**src/btx_cfg.svh**
```systemverilog
`ifndef BTX_CFG_SVH
`define BTX_CFG_SVH
// Notes on behaviour
// - Bonded control pair selects data, fill, special, sync
// - Dual: B bit0 high starts sync on A,B
// - Dual: D bit0 high starts sync on C,D
// - Mode bit1 high bonds all four channels
// - Quad: A/B bit0 steer all, own bit1
// - Quad: C and D bit0 ignored
// - Self-test emits repeating 511-character LFSR pattern
// - Latch open: low enable bit enables self-test
// - Latch closed: self-test enables held
// - Test reset low sets self-test latch high
// - Self-test ignores parallel data and control inputs
// - Non-mid receive clock: sync before each pass
// - Loopback forces enabled drivers to steady one
// - Output latch open: bus bit enables driver
// - Both outputs off powers channel down
// - Output latch closed: enables held
// - Odd bits: second out, tx test; even: first
// - Multiplier picks ten or twenty per rate select
`define BTX_K285      8'hbc
`define BTX_SYNC_ALT  8'hb5
`define BTX_SYNC_LAST 4'hf
`define BTX_LFSR_SEED 9'h1ff
`define BTX_LATCH_RST 8'hff
`define BTX_OE_RST    8'h00
`define BTX_MULT_LO   5'h0a
`define BTX_MULT_HI   5'h14
`define BTX_RXCK_MID  2'h1
`define BTX_BUF_FULL  2'h2
`endif

```
**src/btx_pkg.sv**
```systemverilog
package btx_pkg;
  typedef enum logic [1:0] {
    btx_st_norm  = 2'b00,
    btx_st_sync  = 2'b01,
    btx_st_bsync = 2'b10,
    btx_st_bist  = 2'b11
  } btx_st_type;
  typedef enum logic [1:0] {
    btx_cd_data = 2'b00,
    btx_cd_fill = 2'b01,
    btx_cd_spec = 2'b10,
    btx_cd_sync = 2'b11
  } btx_code_type;
  typedef struct packed {
    btx_st_type state;
    logic [3:0] cnt;
    logic [8:0] lfsr;
  } btx_chan_type;
  typedef struct packed {
    btx_chan_type [3:0]     chan;
    logic [1:0][3:0][7:0]   bbyte;
    logic [1:0][3:0]        bk;
    logic [1:0]             cnt;
    logic [7:0]             bist;
    logic [7:0]             oe;
    logic                   lpbk;
    logic [4:0]             mult;
  } btx_state_type;
endpackage

```
**src/btx_encode.sv**
```systemverilog
`timescale 1ns/1ps
`default_nettype none
`include "btx_cfg.svh"
module btx_encode
  import btx_pkg::*;
(
  input  wire logic            clk,
  input  wire logic            srst,
  input  wire logic            test_reset_n,
  input  wire logic [1:0]      bonding_mode_sel,
  input  wire logic [3:0][7:0] tx_parallel_byte,
  input  wire logic [1:0]      tx_char_ctrl_a,
  input  wire logic [1:0]      tx_char_ctrl_b,
  input  wire logic [1:0]      tx_char_ctrl_c,
  input  wire logic [1:0]      tx_char_ctrl_d,
  input  wire logic            in_valid,
  output logic                 in_ready,
  output logic                 char_valid,
  input  wire logic            char_ready,
  output logic [3:0][7:0]      char_byte,
  output logic [3:0]           char_is_k,
  input  wire logic [7:0]      shared_enable_bus,
  input  wire logic            selftest_latch_en,
  input  wire logic            out_enable_latch_en,
  input  wire logic [1:0]      rx_clock_sel,
  input  wire logic            local_loopback_en,
  input  wire logic            ref_rate_sel,
  output logic [7:0]           serial_out_en,
  output logic [7:0]           serial_drive_one,
  output logic [3:0]           chan_power_down,
  output logic [3:0]           tx_selftest_on,
  output logic [3:0]           rx_selftest_on,
  output logic [4:0]           pll_mult
);

  btx_state_type s_r;
  btx_state_type s_nxt;
  logic          push;
  logic          pop;
  logic          need_sync;
  logic [3:0]    bist_on;
  logic [3:0]    b0;
  logic [3:0]    b1;
  logic [3:0]    trig;

  ////////////////////////////////////////////////////////////////////////////
  // Control decode

  assign push      = (s_r.cnt != `BTX_BUF_FULL);
  assign pop       = (s_r.cnt != 2'h0) && char_ready;
  assign need_sync = (rx_clock_sel != `BTX_RXCK_MID);
  assign b1        = {tx_char_ctrl_d[1], tx_char_ctrl_c[1], tx_char_ctrl_b[1], tx_char_ctrl_a[1]};

  always_comb begin
    b0   = {tx_char_ctrl_d[0], tx_char_ctrl_c[0], tx_char_ctrl_b[0], tx_char_ctrl_a[0]};
    trig = 4'h0;
    if (bonding_mode_sel[1]) begin
      // C and D bit 0 never looked at here
      b0   = {4{tx_char_ctrl_a[0]}};
      trig = {4{tx_char_ctrl_b[0]}};
    end else if (bonding_mode_sel[0]) begin
      b0   = {{2{tx_char_ctrl_c[0]}}, {2{tx_char_ctrl_a[0]}}};
      trig = {{2{tx_char_ctrl_d[0]}}, {2{tx_char_ctrl_b[0]}}};
    end
  end

  for (genvar g = 0; g < 4; g++) begin : g_map
    assign bist_on[g]         = ~s_r.bist[2*g+1];
    assign tx_selftest_on[g]  = ~s_r.bist[2*g+1];
    assign rx_selftest_on[g]  = ~s_r.bist[2*g];
    assign chan_power_down[g] = ~s_r.oe[2*g] & ~s_r.oe[2*g+1];
  end

  ////////////////////////////////////////////////////////////////////////////
  // Next state

  always_comb begin
    btx_chan_type c;
    btx_code_type code;
    logic [7:0]   obyte;
    logic         ok;
    logic         wpos;
    c     = s_r.chan[0];
    code  = btx_cd_fill;
    obyte = `BTX_K285;
    ok    = 1'b1;
    wpos  = (s_r.cnt == 2'h1) && !pop;
    s_nxt = s_r;
    // Two-entry buffer so a stalled receiver loses no character
    if (pop) begin
      s_nxt.bbyte[0] = s_r.bbyte[1];
      s_nxt.bk[0]    = s_r.bk[1];
    end
    s_nxt.cnt = s_r.cnt + {1'b0, push} - {1'b0, pop};
    for (int i = 0; i < 4; i++) begin
      c     = s_r.chan[i];
      code  = btx_cd_fill;
      obyte = `BTX_K285;
      ok    = 1'b1;
      if (push) begin
        if (bist_on[i]) begin
          // Inputs ignored from here on
          if (!c.state[1]) begin
            c.lfsr  = `BTX_LFSR_SEED;
            c.cnt   = 4'h0;
            c.state = need_sync ? btx_st_bsync : btx_st_bist;
          end
        end else if (c.state[1]) begin
          c.state = btx_st_norm;
          c.cnt   = 4'h0;
        end
        if (c.state == btx_st_norm) begin
          code = btx_code_type'({b1[i], b0[i]});
          if (!in_valid) begin
            code = btx_cd_fill;
          end else if (trig[i]) begin
            code = btx_cd_sync;
          end
          case (code)
            btx_cd_data: begin
              obyte = tx_parallel_byte[i];
              ok    = 1'b0;
            end
            btx_cd_fill: obyte = `BTX_K285;
            btx_cd_spec: obyte = tx_parallel_byte[i];
            default:     c.state = btx_st_sync;
          endcase
        end
        case (c.state)
          btx_st_sync, btx_st_bsync: begin
            // Runs all sixteen characters unless the self-test enable changes; inputs unread
            obyte = c.cnt[0] ? `BTX_SYNC_ALT : `BTX_K285;
            ok    = ~c.cnt[0];
            if (c.cnt == `BTX_SYNC_LAST) begin
              c.state = (c.state == btx_st_bsync) ? btx_st_bist : btx_st_norm;
            end
            c.cnt = c.cnt + 4'h1;
          end
          btx_st_bist: begin
            // x^9+x^5+1, period 511; bit 8 doubles as the K flag
            obyte  = c.lfsr[7:0];
            ok     = c.lfsr[8];
            c.lfsr = {c.lfsr[7:0], c.lfsr[8] ^ c.lfsr[4]};
            if (c.lfsr == `BTX_LFSR_SEED && need_sync) begin
              c.state = btx_st_bsync;
            end
          end
          default: ;
        endcase
        s_nxt.bbyte[wpos][i] = obyte;
        s_nxt.bk[wpos][i]    = ok;
      end
      s_nxt.chan[i] = c;
    end
    // Registers track the bus while open, so they behave as latches
    if (out_enable_latch_en) begin
      s_nxt.oe = shared_enable_bus;
    end
    if (selftest_latch_en) begin
      s_nxt.bist = shared_enable_bus;
    end
    if (!test_reset_n) begin
      s_nxt.bist = `BTX_LATCH_RST;
    end
    s_nxt.lpbk = local_loopback_en;
    s_nxt.mult = ref_rate_sel ? `BTX_MULT_HI : `BTX_MULT_LO;
  end

  always_ff @(posedge clk) begin
    if (srst) begin
      s_r      <= '0;
      s_r.bist <= `BTX_LATCH_RST;
      s_r.oe   <= `BTX_OE_RST;
      s_r.mult <= `BTX_MULT_LO;
    end else begin
      s_r <= s_nxt;
    end
  end

  ////////////////////////////////////////////////////////////////////////////
  // Outputs

  assign in_ready         = push;
  assign char_valid       = (s_r.cnt != 2'h0);
  assign char_byte        = s_r.bbyte[0];
  assign char_is_k        = s_r.bk[0];
  assign serial_out_en    = s_r.oe;
  assign serial_drive_one = s_r.lpbk ? s_r.oe : 8'h00;
  assign pll_mult         = s_r.mult;
endmodule // btx_encode
`default_nettype wire

```
**config.mk**
```make
export PLATFORM = sky130hd
export DESIGN_NAME = btx_encode
export DESIGN_NICKNAME = d
export VERILOG_FILES = /design/src/btx_pkg.sv /design/src/btx_encode.sv
export VERILOG_INCLUDE_DIRS = /design/src
export SDC_FILE = /design/constraint.sdc
export NUM_CORES = 1
export LEC_CHECK = 0
export BUFFER_PORTS_ARGS = -buffer_cell sky130_fd_sc_hd__buf_2
export CELL_PAD_IN_SITES_DETAIL_PLACEMENT = 0
export CELL_PAD_IN_SITES_GLOBAL_PLACEMENT = 1
export CORE_UTILIZATION = 45
export DETAILED_ROUTE_END_ITERATION = 16
export PLACE_DENSITY = 0.94
export SYNTH_ARGS = -nofsm -noshare
export SYNTH_HDL_FRONTEND = slang
export SYNTH_SLANG_ARGS = --single-unit
```
**constraint.sdc**
```tcl
create_clock -name clk -period 8.68 [get_ports clk]
set_clock_uncertainty 0.2 [all_clocks]
set_input_delay 1.736 -clock clk [delete_from_list [all_inputs] [get_ports clk]]
set_output_delay 1.736 -clock clk [all_outputs]
set_load 0.005 [all_outputs]
```
==> results_dict.tcl <==
set metrics [dict create \
    initial_core_util_pct 45.8 \
    clock_latency_ns 0.43 \
    diodes 0 \
    power.total_mw 2.53 \
    synth_seq_cells 153 \
    viasPerCell 5.73 \
    chipHeight_um 137 \
    final-setup-viol-count 0 \
    hp-class "register to register" \
    slowest_delay_ns 0.67 \
    synth_ff_type "dfxtp_1" \
    crit_path_frequent_cell "a21oi_1" \
    clock_path_buffers 2 \
    instances_no_fill 1317 \
    grt.total_usage_pct 24.0 \
    grt_max_degree 75 \
    arrival_ns 4.17 \
    cp_top_family "compound AO/OA/AOI/OAI gates" \
    cts_hold_buf 0 \
    root_buffer "clkbuf_16" \
    syn_to_final_growth_pct 10.8 \
    ys_seq_area_share_pct 37.3 \
    finalCriticalPeriod_ns 4.09 \
    p_leak_nw 3.77 \
    first_global_vias 6815 \
    tightest_slew_ns 1.10 \
    dpl_cell_area_um2 8490 \
    dp.cells 1286 \
    status "completed" \
    syn_nets 1130 \
    avgSynthCellArea_um2 7.81 \
    drtIter0Drc 599 \
    peakVddDrop_uv 185 \
    crit_fanout 9 \
    cts_made_buffers 17 \
    grt_pass1_wl_mm 34.9 \
    post-route-period-util_pct 47.1 \
    netlist-cell-type-count 67 \
    cts_setup_buffers 0 \
    wire_per_inst_um 16.7 \
    cts.sinks 153 \
    cts_resized 0 \
    cp.required_ns 8.76 \
    coreArea_um2 17900 \
    die_w_um 137 \
    synth-edff-count 0 \
    vias 7542 \
    max-cap-violations 0 \
    grt-ovfl-total 0 \
    drive_gt1_share_pct 18.9 \
    tns_ns 0 \
    relSlewSlack_pct 26.6 \
    drc 0 \
    slowest_stage "o32ai_1" \
    wirelength_mm 21.9 \
    worstPathBufferInverterCount 2 \
    row_count 49 \
    synth_cells 1050 \
    clock.fmax_mhz 245 \
    path_class "input pin to register" \
    yosysWarnings 0 \
    final_nets 1156 \
    startpoint_type "input pin" \
    path_cells "buf_2, nand3b_1, a21boi_0, nand3_1, o211ai_1, inv_1, ha_1, a21oi_1, o32ai_1, a21oi_1" \
    finalWeightedCongestion 0.860 \
    rsz0062_at_grt "no" \
    worst_setup_path_end_kind "register" \
    async_reset_ff_share_pct 0 \
    grt_antenna_before_repair 0 \
    ant_nets 0 \
    io_pins 132 \
    hold_viol 0 \
    synth_area_um2 8210 \
    cts_tree "built" \
    path_clk_slew_ns 0.06 \
    io_buffers 130 \
    powerDensity_nw_per_um2 278 \
    fin_area_um2 9090 \
    htree_levels 4 \
    dieArea_um2 18800 \
    dp_hpwl_mm 15.1 \
    first_pass_iters 5 \
    maxSlewViolCount 0 \
]
[layout by cell type, fill, tap and decap left out, drive strengths merged, types with 4 or more instances in the layout]
cell type  instances
nor4               4
xor2               6
clkinv             5
nand3             27
mux2i             16
nand3b            12
a21oi             86
o22ai             18
o32a               6
o32ai              7
o31ai              5
nor3              24
or2                4
nand4             18
and2              16
nand2            117
nor3b              4
a311oi            12
a211oi            22
a31o              18
clkbuf            20
a2bb2oi            8
o211a              4
o21ai             41
inv               28
dfxtp            153
o211ai            20
nand2b            11
buf              137
nor2             148
mux2               5
xnor2              8
a32oi              7
ha                19
nor2b             11
[stage by stage]
stage	utilization (%)	hold WS (ns)	setup slack [ns]
2_1_floorplan	-	0.234	4.62
3_3_place_gp	47.4	0.244	4.30
3_5_place_dp	47.4	0.247	4.21
4_1_cts	50.8	0.256	4.66
5_1_grt	50.8	0.276	4.37
6_report	50.8	0.256	4.59
[Yosys cell counts (all sizes together), types with 19 or more instances]
cell type,count,area [µm²]
dfxtp,153,3060
nor2,148,556
nand2,117,442
a21oi,86,438
buf,69,483
clkbuf,61,230
o21ai,41,209
nand3,27,135
inv,26,97.6
nor3,24,120
a211oi,22,170
o211ai,20,150
ha,19,238
[where the power goes]
group	internal (mW)	switching, mW
Combinational	0.320	0.475
Clock	0.466	0.295
Sequential	0.845	0.125
[worst reg2reg max path, stage by stage (launching register included)]
cell and delay (ns):
dfxtp_1 0.86, or3b_2 0.25, a21oi_1 0.07, a311oi_1 0.35, ha_1 0.43, and4b_1 0.24, nand3_1 0.20, o32a_1 0.28
nor2_1 0.13, a311oi_1 0.08
[sequential cells by signal, indices dropped and copies added (netlist names)]
name	flops
char_byte	32
pll_mult	2
char_is_k	4
serial_out_en	8
s_r	107
[final cells by class]
cell class	count	area [µm²]
Fill cell	1819	8810
Multi-Input combinational cell	741	4340
Sequential cell	153	3060
Timing Repair Buffer	137	706
Clock buffer	20	457
Tap cell	229	287
Clock inverter	11	144
Inverter	26	97.6
[metal layers]
layer | vias up | track usage, % | share of wire [%] | routed length, µm
met5 | - | 0 | 0 | 0
met4 | 0 | 9.10 | 2.2 | 493
met3 | 32 | 5.30 | 6.8 | 1490
met2 | 248 | 36.6 | 44 | 9710
met1 | 3542 | 33.0 | 47 | 10200
li1 | 3720 | - | - | -
[worst paths after layout]
check	slack, ns	start	depth (start not counted)	to
worst max register to register	5.43	s_r[17]$_SDFFE_PP1P_	9	char_byte[11]$_SDFF_PP0_
worst min register to register	0.26	s_r[82]$_SDFFE_PP0P_	2	s_r[82]$_SDFFE_PP0P_
worst max-delay path	4.59	bonding_mode_sel[1]	10	char_byte[27]$_SDFF_PP0_
worst min-delay path	0.26	s_r[82]$_SDFFE_PP0P_	2	s_r[82]$_SDFFE_PP0P_
[cell families (layout without fill, tap and decap cells)]
group                      after synthesis  in the layout  share of synthesized area [%]
xor gates and xnor gates                14             14                           1.49
other                                    1              1                         0.0457
AOI/OAI and AO/OA                      277            277                           22.7
DFF                                    153            153                           37.3
muxes                                   21             21                           2.64
and+or+nand+nor                        409            409                           23.0
adders and majority gates               19             19                           2.90
buffers and inverters                  156            194                           9.88
Note: power is estimated with default switching activity, not from simulation.
